## config.mk

```make
export PLATFORM = sky130hd
export DESIGN_NAME = icg_top
export DESIGN_NICKNAME = d
export VERILOG_FILES = /design/src/rtl/icg_pkg.sv /design/src/rtl/icg_pos_if.sv /design/src/rtl/icg_comm.sv /design/src/rtl/icg_top.sv
export SDC_FILE = /design/constraint.sdc
export NUM_CORES = 1
export LEC_CHECK = 0
export BUFFER_PORTS_ARGS = -buffer_cell sky130_fd_sc_hd__buf_2
export CAP_MARGIN = 40
export CORE_UTILIZATION = 40
export DETAILED_ROUTE_END_ITERATION = 12
export SYNTH_ARGS = -nofsm -noshare
export SYNTH_HDL_FRONTEND = slang
export SYNTH_HIERARCHICAL = 1
export SYNTH_SLANG_ARGS = --single-unit
```

## constraint.sdc

```tcl
create_clock -name core_clk_i -period 8 [get_ports core_clk_i]
set_input_delay 0.8 -clock core_clk_i [delete_from_list [all_inputs] [get_ports core_clk_i]]
set_output_delay 0.8 -clock core_clk_i [all_outputs]
set_load 0.005 [all_outputs]
```

## src/rtl/icg_pkg.sv

```systemverilog
// Package: register map, field layout, reset values and timing of the commutation generator
package icg_pkg;

  // ----------------------------------------------------------------
  // Register offsets
  // ----------------------------------------------------------------
  localparam logic [7:0] ICG_REG_RES_SPACING = 8'h06;
  localparam logic [7:0] ICG_REG_INDEX_OFF = 8'h07;
  localparam logic [7:0] ICG_REG_OUT_BEHAV = 8'h08;
  localparam logic [7:0] ICG_REG_COM_OFF = 8'h09;
  localparam logic [7:0] ICG_REG_STATUS = 8'h0A;

  // ----------------------------------------------------------------
  // Field positions
  // ----------------------------------------------------------------
  localparam int ICG_RES_LSB = 0;
  localparam int ICG_SPACING_LSB = 4;
  localparam int ICG_INV_LSB = 0;
  localparam int ICG_POLE_LSB = 2;
  localparam int ICG_SU_BIT = 4;
  localparam int ICG_DIR_BIT = 5;
  localparam int ICG_HYS_LSB = 6;
  localparam int ICG_STAT_KNOWN_BIT = 0;
  localparam int ICG_STAT_CATCHUP_BIT = 1;

  // ----------------------------------------------------------------
  // Reset values
  // ----------------------------------------------------------------
  localparam logic [3:0] ICG_RES_RST = 4'h0;
  localparam logic [2:0] ICG_SPACING_RST = 3'h2;
  localparam logic [7:0] ICG_INDEX_OFF_RST = 8'h00;
  localparam logic [1:0] ICG_INV_RST = 2'h0;
  localparam logic [1:0] ICG_POLE_RST = 2'h0;
  localparam logic ICG_SU_RST = 1'b0;
  localparam logic ICG_DIR_RST = 1'b0;
  localparam logic [1:0] ICG_HYS_RST = 2'h0;
  localparam logic [7:0] ICG_COM_OFF_RST = 8'h00;

  // ----------------------------------------------------------------
  // Encodings and limits
  // ----------------------------------------------------------------
  localparam logic [3:0] ICG_RES_CODE_MAX = 4'hA;
  localparam logic [1:0] ICG_INV_B = 2'h1;
  localparam logic [1:0] ICG_INV_A = 2'h2;
  localparam logic [1:0] ICG_POLE_2 = 2'h0;
  localparam logic [1:0] ICG_POLE_4 = 2'h1;
  localparam logic [4:0] ICG_HYS_BASE_CNT = 5'h02;

  // ----------------------------------------------------------------
  // Timing
  // ----------------------------------------------------------------
  localparam int ICG_CLK_PERIOD_NS = 8;
  localparam int ICG_EDGE_SPACING_BASE_NS = 125;

  typedef enum logic [1:0] {
    ST_RESET,
    ST_ACQUIRE,
    ST_CATCHUP,
    ST_RUN
  } icg_state_e;

endpackage

```

## src/rtl/icg_pos_if.sv

```systemverilog
// Interface: position and commutation settings from the core to the commutation stage
interface icg_pos_if;
  logic [11:0] pos;
  logic known;
  logic [1:0] pole_sel;
  logic [7:0] com_off;
  logic u;
  logic v;
  logic w;

  modport core (output pos, output known, output pole_sel, output com_off, input u, input v, input w);
  modport gen (input pos, input known, input pole_sel, input com_off, output u, output v, output w);
endinterface

```

## src/rtl/icg_comm.sv

```systemverilog
// Commutation stage: three 120 degree shifted U/V/W tracks from the tracked position
module icg_comm
  import icg_pkg::*;
(
  // Clock and reset
  input wire logic core_clk_i,
  input wire logic reset_n_i,
  // Position from core
  icg_pos_if.gen pos_if
);

  logic [11:0] cpos;
  logic [11:0] elec;
  logic [14:0] prod;
  logic [2:0] sector;

  // ----------------------------------------------------------------
  // Sector decode
  // ----------------------------------------------------------------
  always_comb begin
    cpos = pos_if.pos + {pos_if.com_off, 4'h0};
    case (pos_if.pole_sel)
      ICG_POLE_2: elec = cpos;
      ICG_POLE_4: elec = {cpos[10:0], 1'b0};
      default: elec = {cpos[9:0], 2'b00};
    endcase
    // Six equal sectors of one electrical turn
    prod = 15'({3'h0, elec} * 15'h0006);
    sector = prod[14:12];
  end

  always_ff @(posedge core_clk_i) begin
    if (!reset_n_i || !pos_if.known) begin
      pos_if.u <= 1'b0;
      pos_if.v <= 1'b0;
      pos_if.w <= 1'b0;
    end else begin
      pos_if.u <= (sector < 3'h3);
      pos_if.v <= (sector >= 3'h2) && (sector <= 3'h4);
      pos_if.w <= (sector >= 3'h4) || (sector == 3'h0);
    end
  end

  comm_low_a: assert property (@(posedge core_clk_i) disable iff (!reset_n_i)
    !pos_if.known |=> ({pos_if.u, pos_if.v, pos_if.w} == 3'b000))
    else $error("Commutation outputs not low while position unknown");

  comm_phase_a: assert property (@(posedge core_clk_i) disable iff (!reset_n_i)
    pos_if.known |=> ({pos_if.u, pos_if.v, pos_if.w} != 3'b000) && ({pos_if.u, pos_if.v, pos_if.w} != 3'b111))
    else $error("Commutation tracks not 120 degrees apart");

endmodule

```

## src/rtl/icg_top.sv

```systemverilog
// Top: register set, direction, hysteresis, edge spacing, quadrature and index generation
// Overview of operation
// - Full resolution gives 4096 edges and 4096 steps per turn, tracked live.
// - Resolution code 0x0 is factor 1024, halving per step down to 1 at 0xA.
// - Changing resolution triggers an internal module reset and position reacquisition.
// - Position is available full 12-bit and reduced to the programmed resolution.
// - Quadrature and commutation derive from one position, each with its own zero.
// - Invert field: 0 none, 1 B only, 2 A only, 3 both.
// - Without inversion A and B are high at the zero point with Z high.
// - At 10-bit resolution edges sit within 40 to 60 percent of the period.
// - Hysteresis codes 0 to 3 give 0.17, 0.35, 0.7, 1.4 degrees.
// - Return edge after reversal only beyond hysteresis; same-direction edges repeat exactly.
// - Index offset places Z at value times 360/256 degrees.
// - Edge spacing code sets least time between events, 125 ns doubling to 16 us.
// - Default spacing limits A to 500 kHz.
// - Direction bit 0 counts up counterclockwise, 1 counts up clockwise.
// - Startup mode 0 holds A, B, Z at 111 until position is known.
// - Startup mode 1 counts edges out until the absolute position is reached.
// - Commutation produces U, V, W rectangles 120 degrees apart.
// - Pole field repeats commutation once, twice, or four times per turn.
// - Commutation offset moves the U rising edge by minus 360/256 per count.
// - Commutation outputs stay low while position is unknown.
module icg_top
  import icg_pkg::*;
(
  // Clock and reset
  input wire logic core_clk_i,
  input wire logic reset_n_i,
  // Register port
  input wire logic [7:0] reg_addr_i,
  input wire logic [7:0] reg_wdata_i,
  input wire logic reg_wr_i,
  input wire logic reg_rd_i,
  output logic [7:0] reg_rdata_o,
  // Converter angle
  input wire logic [11:0] angle_i,
  input wire logic angle_valid_i,
  // Incremental outputs
  output logic a_o,
  output logic b_o,
  output logic z_o,
  // Commutation outputs
  output logic u_o,
  output logic v_o,
  output logic w_o,
  // Position readout
  output logic [11:0] pos_full_o,
  output logic [11:0] pos_reduced_o,
  output logic pos_known_o
);

  // ----------------------------------------------------------------
  // Helper functions
  // ----------------------------------------------------------------
  // Bits dropped from the 12-bit position; codes above 0xA clamp to one period per turn
  function automatic logic [3:0] res_shift(input logic [3:0] code);
    res_shift = (code > ICG_RES_CODE_MAX) ? ICG_RES_CODE_MAX : code;
  endfunction

  // Least cycles between position events, rounded up to whole clocks
  function automatic logic [10:0] spacing_cycles(input logic [2:0] code);
    spacing_cycles = 11'((ICG_EDGE_SPACING_BASE_NS * (1 << code) + ICG_CLK_PERIOD_NS - 1) / ICG_CLK_PERIOD_NS);
  endfunction

  // Hysteresis in 12-bit counts: 2, 4, 8, 16 (about 0.18 to 1.41 degrees)
  function automatic logic [4:0] hys_counts(input logic [1:0] code);
    hys_counts = 5'(ICG_HYS_BASE_CNT << code);
  endfunction

  // Backlash filter: the tracked point follows only once the angle leaves the band
  function automatic logic [11:0] hyst_next(input logic [11:0] filt, input logic [11:0] ang, input logic [4:0] h);
    logic [11:0] d;
    logic [11:0] hw;
    d = ang - filt;
    hw = {7'h00, h};
    if (!d[11] && (d > hw)) begin
      hyst_next = ang - hw;
    end else if (d[11] && ((12'h000 - d) > hw)) begin
      hyst_next = ang + hw;
    end else begin
      hyst_next = filt;
    end
  endfunction

  // ----------------------------------------------------------------
  // Configuration registers
  // ----------------------------------------------------------------
  logic [3:0] res_sel_ff;
  logic [2:0] spacing_sel_ff;
  logic [7:0] index_off_ff;
  logic [1:0] inv_sel_ff;
  logic [1:0] pole_sel_ff;
  logic su_mode_ff;
  logic dir_sel_ff;
  logic [1:0] hys_sel_ff;
  logic [7:0] com_off_ff;
  logic res_change;

  assign res_change = reg_wr_i && (reg_addr_i == ICG_REG_RES_SPACING) &&
                      (reg_wdata_i[ICG_RES_LSB +: 4] != res_sel_ff);

  always_ff @(posedge core_clk_i) begin
    if (!reset_n_i) begin
      res_sel_ff <= ICG_RES_RST;
      spacing_sel_ff <= ICG_SPACING_RST;
      index_off_ff <= ICG_INDEX_OFF_RST;
      inv_sel_ff <= ICG_INV_RST;
      pole_sel_ff <= ICG_POLE_RST;
      su_mode_ff <= ICG_SU_RST;
      dir_sel_ff <= ICG_DIR_RST;
      hys_sel_ff <= ICG_HYS_RST;
      com_off_ff <= ICG_COM_OFF_RST;
    end else if (reg_wr_i) begin
      case (reg_addr_i)
        ICG_REG_RES_SPACING: begin
          res_sel_ff <= reg_wdata_i[ICG_RES_LSB +: 4];
          spacing_sel_ff <= reg_wdata_i[ICG_SPACING_LSB +: 3];
        end
        ICG_REG_INDEX_OFF: index_off_ff <= reg_wdata_i;
        ICG_REG_OUT_BEHAV: begin
          inv_sel_ff <= reg_wdata_i[ICG_INV_LSB +: 2];
          pole_sel_ff <= reg_wdata_i[ICG_POLE_LSB +: 2];
          su_mode_ff <= reg_wdata_i[ICG_SU_BIT];
          dir_sel_ff <= reg_wdata_i[ICG_DIR_BIT];
          hys_sel_ff <= reg_wdata_i[ICG_HYS_LSB +: 2];
        end
        ICG_REG_COM_OFF: com_off_ff <= reg_wdata_i;
        default: begin
        end
      endcase
    end
  end

  // ----------------------------------------------------------------
  // Sequencer
  // ----------------------------------------------------------------
  icg_state_e state_ff;
  logic [11:0] pos_ff;
  logic [11:0] filt_ff;
  logic [10:0] timer_ff;
  logic [11:0] eff_angle;
  logic [11:0] step_dist;

  // Mirror the angle so that positive counting follows the chosen rotation sense
  assign eff_angle = dir_sel_ff ? (12'h000 - angle_i) : angle_i;
  assign step_dist = filt_ff - pos_ff;

  always_ff @(posedge core_clk_i) begin
    if (!reset_n_i || res_change) begin
      state_ff <= ST_RESET;
    end else begin
      case (state_ff)
        ST_RESET: state_ff <= ST_ACQUIRE;
        ST_ACQUIRE: begin
          if (angle_valid_i) begin
            state_ff <= su_mode_ff ? ST_CATCHUP : ST_RUN;
          end
        end
        ST_CATCHUP: begin
          if (pos_ff == filt_ff) begin
            state_ff <= ST_RUN;
          end
        end
        ST_RUN: state_ff <= ST_RUN;
        default: state_ff <= ST_RESET;
      endcase
    end
  end

  // ----------------------------------------------------------------
  // Position tracking with edge spacing
  // ----------------------------------------------------------------
  // One step per event keeps every 12-bit count visible as an edge at full resolution;
  // a slow spacing setting therefore caps the trackable speed.
  always_ff @(posedge core_clk_i) begin
    if (!reset_n_i || state_ff == ST_RESET) begin
      pos_ff <= 12'h000;
      filt_ff <= 12'h000;
      timer_ff <= 11'h000;
    end else begin
      case (state_ff)
        ST_ACQUIRE: begin
          if (angle_valid_i) begin
            filt_ff <= eff_angle;
            pos_ff <= su_mode_ff ? 12'h000 : eff_angle;
          end
          timer_ff <= 11'h000;
        end
        ST_CATCHUP, ST_RUN: begin
          if (angle_valid_i) begin
            filt_ff <= hyst_next(filt_ff, eff_angle, hys_counts(hys_sel_ff));
          end
          if (timer_ff != 11'h000) begin
            timer_ff <= timer_ff - 11'h001;
          end else if (pos_ff != filt_ff) begin
            pos_ff <= step_dist[11] ? (pos_ff - 12'h001) : (pos_ff + 12'h001);
            timer_ff <= spacing_cycles(spacing_sel_ff) - 11'h001;
          end
        end
        default: begin
        end
      endcase
    end
  end

  // ----------------------------------------------------------------
  // Quadrature and index
  // ----------------------------------------------------------------
  logic [11:0] rel_pos;
  logic [11:0] quad_pos;
  logic hold_abz;

  assign rel_pos = pos_ff - {index_off_ff, 4'h0};
  assign quad_pos = rel_pos >> res_shift(res_sel_ff);
  assign hold_abz = (state_ff == ST_RESET) || (state_ff == ST_ACQUIRE);

  // Exact integer decode keeps every edge on its nominal count
  always_ff @(posedge core_clk_i) begin
    if (!reset_n_i || hold_abz) begin
      a_o <= 1'b1;
      b_o <= 1'b1;
      z_o <= 1'b1;
    end else begin
      a_o <= ((quad_pos[1:0] == 2'b00) || (quad_pos[1:0] == 2'b11)) ^ inv_sel_ff[1];
      b_o <= ((quad_pos[1:0] == 2'b00) || (quad_pos[1:0] == 2'b01)) ^ inv_sel_ff[0];
      z_o <= (quad_pos == 12'h000);
    end
  end

  // ----------------------------------------------------------------
  // Position readout
  // ----------------------------------------------------------------
  always_ff @(posedge core_clk_i) begin
    if (!reset_n_i) begin
      pos_full_o <= 12'h000;
      pos_reduced_o <= 12'h000;
      pos_known_o <= 1'b0;
    end else begin
      pos_full_o <= eff_angle;
      pos_reduced_o <= eff_angle >> res_shift(res_sel_ff);
      pos_known_o <= (state_ff == ST_RUN);
    end
  end

  // ----------------------------------------------------------------
  // Commutation
  // ----------------------------------------------------------------
  icg_pos_if pos_bus ();

  assign pos_bus.pos = pos_ff;
  assign pos_bus.known = (state_ff == ST_RUN);
  assign pos_bus.pole_sel = pole_sel_ff;
  assign pos_bus.com_off = com_off_ff;
  assign u_o = pos_bus.u;
  assign v_o = pos_bus.v;
  assign w_o = pos_bus.w;

  icg_comm u_comm (
    .core_clk_i(core_clk_i),
    .reset_n_i(reset_n_i),
    .pos_if(pos_bus.gen)
  );

  // ----------------------------------------------------------------
  // Register read
  // ----------------------------------------------------------------
  always_ff @(posedge core_clk_i) begin
    if (!reset_n_i || !reg_rd_i) begin
      reg_rdata_o <= 8'h00;
    end else begin
      case (reg_addr_i)
        ICG_REG_RES_SPACING: reg_rdata_o <= {1'b0, spacing_sel_ff, res_sel_ff};
        ICG_REG_INDEX_OFF: reg_rdata_o <= index_off_ff;
        ICG_REG_OUT_BEHAV: reg_rdata_o <= {hys_sel_ff, dir_sel_ff, su_mode_ff, pole_sel_ff, inv_sel_ff};
        ICG_REG_COM_OFF: reg_rdata_o <= com_off_ff;
        ICG_REG_STATUS: reg_rdata_o <= {6'h00, state_ff == ST_CATCHUP, state_ff == ST_RUN};
        default: reg_rdata_o <= 8'h00;
      endcase
    end
  end

  // ----------------------------------------------------------------
  // Assertions
  // ----------------------------------------------------------------
  startup_hold_a: assert property (@(posedge core_clk_i) disable iff (!reset_n_i)
    (state_ff == ST_ACQUIRE) |=> ({a_o, b_o, z_o} == 3'b111))
    else $error("ABZ not held at 111 while acquiring");

  res_reset_a: assert property (@(posedge core_clk_i) disable iff (!reset_n_i)
    res_change |=> (state_ff == ST_RESET) ##1 (state_ff == ST_ACQUIRE))
    else $error("Resolution change did not restart acquisition");

  spacing_gap_a: assert property (@(posedge core_clk_i) disable iff (!reset_n_i)
    (state_ff == ST_RUN && $past(state_ff) == ST_RUN && pos_ff != $past(pos_ff)) |-> ($past(timer_ff) == 11'h000))
    else $error("Position event before edge spacing elapsed");

  pos_step_a: assert property (@(posedge core_clk_i) disable iff (!reset_n_i)
    (state_ff == ST_RUN && $past(state_ff) == ST_RUN && pos_ff != $past(pos_ff))
      |-> ((12'(pos_ff - $past(pos_ff)) == 12'h001) || (12'(pos_ff - $past(pos_ff)) == 12'hFFF)))
    else $error("Position moved more than one count");

  zero_point_a: assert property (@(posedge core_clk_i) disable iff (!reset_n_i)
    (state_ff == ST_RUN && inv_sel_ff == 2'h0 && rel_pos == 12'h000 && !res_change) |=> (a_o && b_o && z_o))
    else $error("A and B not high at the zero point");

  invert_both_a: assert property (@(posedge core_clk_i) disable iff (!reset_n_i)
    (state_ff == ST_RUN && inv_sel_ff == 2'h3 && rel_pos == 12'h000 && !res_change) |=> (!a_o && !b_o && z_o))
    else $error("Inversion of A and B not applied");

  catchup_end_a: assert property (@(posedge core_clk_i) disable iff (!reset_n_i)
    (state_ff == ST_CATCHUP && pos_ff == filt_ff && !res_change) |=> (state_ff == ST_RUN))
    else $error("Catch-up did not end at the absolute position");

  read_index_a: assert property (@(posedge core_clk_i) disable iff (!reset_n_i)
    (reg_rd_i && reg_addr_i == ICG_REG_INDEX_OFF) |=> (reg_rdata_o == $past(index_off_ff)))
    else $error("Index offset read back wrong");

endmodule

```

---- After elaboration in Yosys (flattened, before gate mapping) ----
Index checks and enable logic that the tools add are counted.
storage, ports and cells
  register bits after elaboration ......... 107
  output and inout bits ................... 39
  logic and storage cells ................. 132
operators by class
  add/subtract/negate cells ............... 15
  $mul .................................... 2
  magnitude comparators ................... 7
  equality and inequality tests ........... 21
  shift operators ......................... 4
  multiplexer cells ....................... 22
  bitwise logic cells ..................... 3
  reduce and logical (&&, ||, !) cells .... 35
operators by type and width
  kind                                                count
  two-way mux 12 bit                                  10
  case mux 12 bit (2 select lines)                    3
  case mux 8 bit (5 select lines)                     1
  subtractor 12 bit                                   3
  adder 32 x 5 -> 32 bit, second input constant       1
  multiplier 8 x 32 -> 32 bit, first input constant   1
  << shifter 1 x 3 -> 32 bit, first input constant    1
  subtractor 32 x 2 -> 32 bit, second input constant  1
  == test 8 x 4 -> 1 bit, second input constant       3
  greater-than comparator 12 x 5 -> 1 bit             2
  right shift 12 x 4 -> 12 bit                        2
  subtractor 1 x 12 -> 12 bit, first input constant   2
  two-way mux 11 bit                                  2
  case mux 11 bit (2 select lines)                    1
  subtractor 11 x 1 -> 11 bit, second input constant  2
  == test 8 x 3 -> 1 bit, second input constant       2
  multiplier 12 x 2 -> 14 bit, second input constant  1
  adder 12 x 1 -> 12 bit, second input constant       1
  adder 12 bit                                        1
  adder 12 x 5 -> 12 bit                              1
  == test 12 bit                                      1
  logical NOT 12 bit                                  1
  inequality test 12 bit                              1
  AND reduction 2 bit                                 6
  other kinds (30)                                    59

---- Longest topological paths before layout ----
  depth after elaboration ................. 11
  depth in mapped cells ................... 27
  mapped depth without buffers ............ 27

---- By module ----
The synthesis kept the hierarchy.
by module, submodules not included
  module    times used  cells each  area each (um2)  sequential area each (um2)
  icg_top   1           1,138       9,290.2          2,082.0
  icg_comm  1           133         1,041.0          60.1

---- Least setup slack after synthesis ----
Ideal clock, no wire load.
  path type ............................... input to register
  from .................................... input angle_i[5]
  to ...................................... register filt_ff[8]
  data arrival time ....................... 5.552 ns
  required time ........................... 7.861 ns
  slack ................................... 2.310 ns
  stages on the path ...................... 23
  path buffers ............................ 0
  path through ............................ or4_4 -> o41ai_1 -> xor2_1 -> inv_1 -> ha_1 -> inv_1 -> nor3_1 -> a2111oi_0 -> o311ai_0 -> nand2b_1 -> o21bai_4 -> nand2_1 -> o21a_1 -> ha_1 -> nor2b_1 -> o21ai_0 -> a21oi_1 -> o21ai_0 -> a21boi_0 -> o21a_1 -> or3_1 -> a311oi_1 -> a211oi_2
on the way
  cells in the longest elaborated chain, start to end .. 8
RTL lines
  what                                                                                             line                          text
  from (decl)                                                                                      icg_top.sv:36                 input wire logic [11:0] angle_i,
  subtractor 1 x 12 -> 12 bit *                                                                    icg_top.sv:145                assign eff_angle = dir_sel_ff ? (12'h000 - angle_i) : angle_i;
  two-way mux 12 bit *                                                                             icg_top.sv:145
  net eff_angle[9]                                                                                 icg_top.sv:141                logic [11:0] eff_angle;
  subtractor 12 bit *                                                                              icg_top.sv:74                 d = ang - filt;
  subtractor 1 x 12 -> 12 bit, or another cell as far along                                        icg_top.sv:78                 end else if (d[11] && ((12'h000 - d) > hw)) begin
  greater-than comparator 12 x 5 -> 1 bit / logical AND 1 bit (equally long branches)              icg_top.sv:78, icg_top.sv:76
  logical AND 1 bit / two-way mux 12 bit (equally long branches)                                   icg_top.sv:78, icg_top.sv:76
  inequality test 3 bit (no source line) / two-way mux 12 bit (equally long branches)              --
  AND reduction 4 bit (no source line) / case mux 12 bit (2 select lines) (equally long branches)  --
  to (signal assigned)                                                                             icg_top.sv:184                filt_ff <= eff_angle;
  to (signal assigned)                                                                             icg_top.sv:191                filt_ff <= hyst_next(filt_ff, eff_angle, hys_counts(hys_sel_ff));
  to (decl)                                                                                        icg_top.sv:139                logic [11:0] filt_ff;
Mark *: on every way through the listed nets, which the timed path passes. The rest lies on a longest branch. The select of a mux whose other input is x is not followed.
A chain may end at the register's enable or synchronous reset.

---- Final worst setup path ----
  from .................................... input angle_i[0]
  to ...................................... register filt_ff[8]
on the way
  cells in the longest elaborated chain, start to end .. 8
RTL lines
  what                                                                                             line
  subtractor 1 x 12 -> 12 bit *                                                                    icg_top.sv:145
  two-way mux 12 bit *                                                                             icg_top.sv:145
  net eff_angle[4]                                                                                 icg_top.sv:141
  subtractor 12 bit                                                                                icg_top.sv:74
  subtractor 1 x 12 -> 12 bit, or another cell as far along                                        icg_top.sv:78
  greater-than comparator 12 x 5 -> 1 bit / logical AND 1 bit (equally long branches)              icg_top.sv:78, icg_top.sv:76
  logical AND 1 bit / two-way mux 12 bit (equally long branches)                                   icg_top.sv:78, icg_top.sv:76
  inequality test 3 bit (no source line) / two-way mux 12 bit (equally long branches)              --
  AND reduction 4 bit (no source line) / case mux 12 bit (2 select lines) (equally long branches)  --
Marks and branches as above.

==> flow_summary.json <==
{
  "status": "finished clean",
  "area_growth_pct": 9.18,
  "globalRouteMet1Util_pct": 30.7,
  "fmax_mhz": 159,
  "yosys.area.top_type": "dfxtp_1",
  "antenna_found_initial": 0,
  "place.gp.congestion": 0.913,
  "num_vias": 9346,
  "core_um2": 25300,
  "grt_pass1_wl_um": 45500,
  "cp_slowest_cell": "xnor2_1",
  "maxSlewViolCount": 0,
  "layout_common_cells": "ha_1, dfxtp_1, inv_1, nand2_1, nor2_1",
  "cpPeakStageDelay_ns": 0.74,
  "path_class": "primary input to register",
  "relSlewSlack_pct": 40.7,
  "cts_resized": 0,
  "synthMuxAreaShare_pct": 4.23,
  "drcViolationCount": 0,
  "num_antenna_cells": 0,
  "dp_hpwl_um": 22000,
  "die_height_um": 163,
  "h-tree-depth": 3,
  "ff_latch_area_um2": 2140,
  "grt_max_degree": 61,
  "cts.reportedPaths.clkPinSlew_ns": 0.08,
  "pin_count": 72,
  "drive_above_1_share_pct": 11.5,
  "synth-seq-area-share_pct": 20.7,
  "finalHoldViolations": 0,
  "cp_cell_sequence": "buf_2 > inv_1 > ha_1 > nand2b_1 > o21ai_0 > xnor2_1 > ha_1 > a21o_1 > or4_1 > a211oi_2 > o2111ai_2 > o21bai_4 > nand2_1 > o21a_1 > ha_1 > nor2b_1 > o21ai_0 > a21oi_1 > o21ai_0 > a21boi_0 > o21a_1 > or3_1 > a311oi_1 > a211oi_2",
  "finalCriticalPeriod_ns": 6.29,
  "numCtsBuffers": 9,
  "firstDrtPassIters": 6,
  "drv_cap": 0,
  "place.port_buffers": 71,
  "clk_path_buf_depth": 2,
  "synth_top_family_by_area": "compound AO/OA/AOI/OAI gates",
  "ys.flop_type": "dfxtp_1",
  "design.die.area_um2": 26500,
  "vias_per_cell": 5.66,
  "endpoint_kind": "register",
  "multiInputGateArea_um2": 7560,
  "clk_latency_ns": 0.37,
  "vdd_drop_max_v": 0.0000986,
  "cts-root-buf": "clkbuf_16",
  "synth_compound_area_share_pct": 24.4,
  "finalNetCount": 1488,
  "first_global_vias": 8631,
  "grt.busiest_layer": "met2",
  "use_met3_pct": 3.39,
  "hold_slack_ns": 0.490,
  "rows": 58,
  "setup_viol": 0,
  "start_kind": "primary input",
  "rsz0062_at_grt": "no",
  "setup_tns_ns": 0,
  "r2r_slack_ns": 1.98,
  "clock_sinks": 107,
  "drtIter0Drc": 637,
  "initial_core_util_pct": 40.9,
  "grt_usage_pct": 21.8,
  "routed_wl_um": 28200,
  "synth_top_area_share_pct": 20.7,
  "crit_arrival_ns": 6.53,
  "yosys.area_share.adder_pct": 18.6,
  "layout_commonest_cell": "ha_1",
  "syn_area_um2": 10300,
  "cp.required_ns": 8.23,
  "hp-class": "register to register",
  "nFillCells": 2533,
  "netlist_top_cells_area": "dfxtp_1, ha_1, xnor2_1, fa_1, inv_1",
  "power.density_nw_per_um2": 152,
  "ys_ff_latch": 107,
  "grtUsageMet2_pct": 34.6,
  "fp.dieW_um": 163,
  "synth_cell_types": 97,
  "crit_path_max_fanout": 9,
  "synth_nets": 1444,
  "period_share_pct": 78.7,
  "synth_edf_count": 0,
  "syn_inst": 1271,
  "cts_tree": "built",
  "grt-ovfl-total": 0,
  "cts_hold_buf": 0,
  "power_leakage_nw": 4.87,
  "avgSynthCellArea_um2": 8.13,
  "yosys.area_share.simple_pct": 19.7,
  "worst_slew_pin_slew_ns": 0.883,
  "yosysWarningCount": 6,
  "synth_xor_xnor_area_share_pct": 6.26,
  "synthArstFlopShare_pct": 0,
  "clock_skew_ns": 0.0131,
  "postCtsSetupRepairBufs": 0,
  "antenna_left": 0,
  "routedWlPerCell_um": 17.1
}
[synth_stat cells, types with 5 or more instances]
| library cell | instances |
|---|---|
| nor2_1 | 97 |
| a21o_1 | 19 |
| nor2b_1 | 31 |
| nand3b_1 | 7 |
| nor3_1 | 24 |
| and3_1 | 13 |
| dfxtp_1 | 107 |
| o21a_1 | 13 |
| clkbuf_1 | 38 |
| nor3b_1 | 6 |
| o211ai_1 | 12 |
| inv_1 | 103 |
| a221oi_1 | 12 |
| nand2_1 | 98 |
| a31oi_1 | 8 |
| buf_2 | 7 |
| a22oi_1 | 11 |
| o21ai_0 | 51 |
| nand3_1 | 35 |
| or3_1 | 7 |
| nor4_1 | 7 |
| and2_1 | 21 |
| xor2_1 | 16 |
| a2111oi_0 | 5 |
| nand2b_1 | 19 |
| xnor2_1 | 56 |
| a211oi_2 | 9 |
| or2_2 | 6 |
| o21ai_1 | 13 |
| mux2_2 | 9 |
| a211oi_1 | 31 |
| a21boi_0 | 20 |
| o31ai_1 | 9 |
| o21bai_1 | 7 |
| mux2i_1 | 29 |
| a21oi_1 | 77 |
| ha_1 | 118 |
| fa_1 | 22 |
| nand4_1 | 9 |
[where the power goes]
group	internal (mW)	switching, mW
combinational	0.270	0.390
sequential	0.551	0.0223
clock	0.254	0.225
[cell type report]
class	instances	area share, %
Multi-Input combinational cell	1007	67.1
Sequential cell	107	19.0
Timing Repair Buffer	84	4.02
Tap cell	330	3.66
Inverter	106	3.53
Clock buffer	10	2.12
Clock inverter	6	0.621
[metal layers]
layer	up-vias	routed length, µm
li1	4679	-
met1	4405	13700
met2	239	12600
met3	23	1520
met4	0	372
met5	-	0
[logic make-up (layout without fill, tap and decap cells)]
| group | Yosys count | after routing |
|---|---|---|
| AO/OA/AOI/OAI | 353 | 353 |
| other | 1 | 1 |
| AND/OR/NAND/NOR | 400 | 400 |
| multiplexers | 40 | 40 |
| buffers and inverters | 157 | 206 |
| flip-flops | 107 | 107 |
| adder cells (fa/ha/maj) | 140 | 140 |
| XOR/XNOR | 73 | 73 |
[registers in the layout (all words and copies together), names as in the netlist, 2 cells and up]
register and count:
filt_ff 12, state_ff 2, spacing_sel_ff 3, inv_sel_ff 2, pos_full_o 12, pole_sel_ff 2, reg_rdata_o 8, hys_sel_ff 2
pos_reduced_o 12, com_off_ff 8, res_sel_ff 4, pos_bus.pos 12, index_off_ff 8, timer_ff 11
[worst max-delay path, delay by kind of cell]
| family | cells | cell delay (ns) |
|---|---|---|
| AND/OR/NAND/NOR | 5 | 1.23 |
| XOR/XNOR | 1 | 0.74 |
| AO/OA/AOI/OAI | 13 | 2.59 |
| buffers and inverters | 2 | 0.23 |
| adder cells (fa/ha/maj) | 3 | 0.95 |
[through the flow]
| step | worst slack [ns] | power [mW] | util [%] | cells | instance area (µm²) |
|---|---|---|---|---|---|
| finish | 1.71 | 1.71 | 44.7 | 1650 | 11300 |
| global route | 1.16 | 1.82 | 44.7 | 1650 | 11300 |
| CTS | 1.77 | 1.72 | 44.7 | 1650 | 11300 |
| detailed placement | 1.40 | 1.23 | 43.4 | 1634 | 11000 |
| global placement | 1.58 | 1.23 | 43.4 | 1634 | 11000 |
| floorplan | 2.31 | 1.08 | - | 1271 | 10300 |
[worst paths after layout]
check,start,to,depth (start not counted)
min,index_off_ff[2],index_off_ff[2],2
max,angle_i[0],filt_ff[8],24
min reg2reg,index_off_ff[2],index_off_ff[2],2
max reg2reg,dir_sel_ff,filt_ff[8],20
Note: power is estimated with default switching activity, not from simulation.
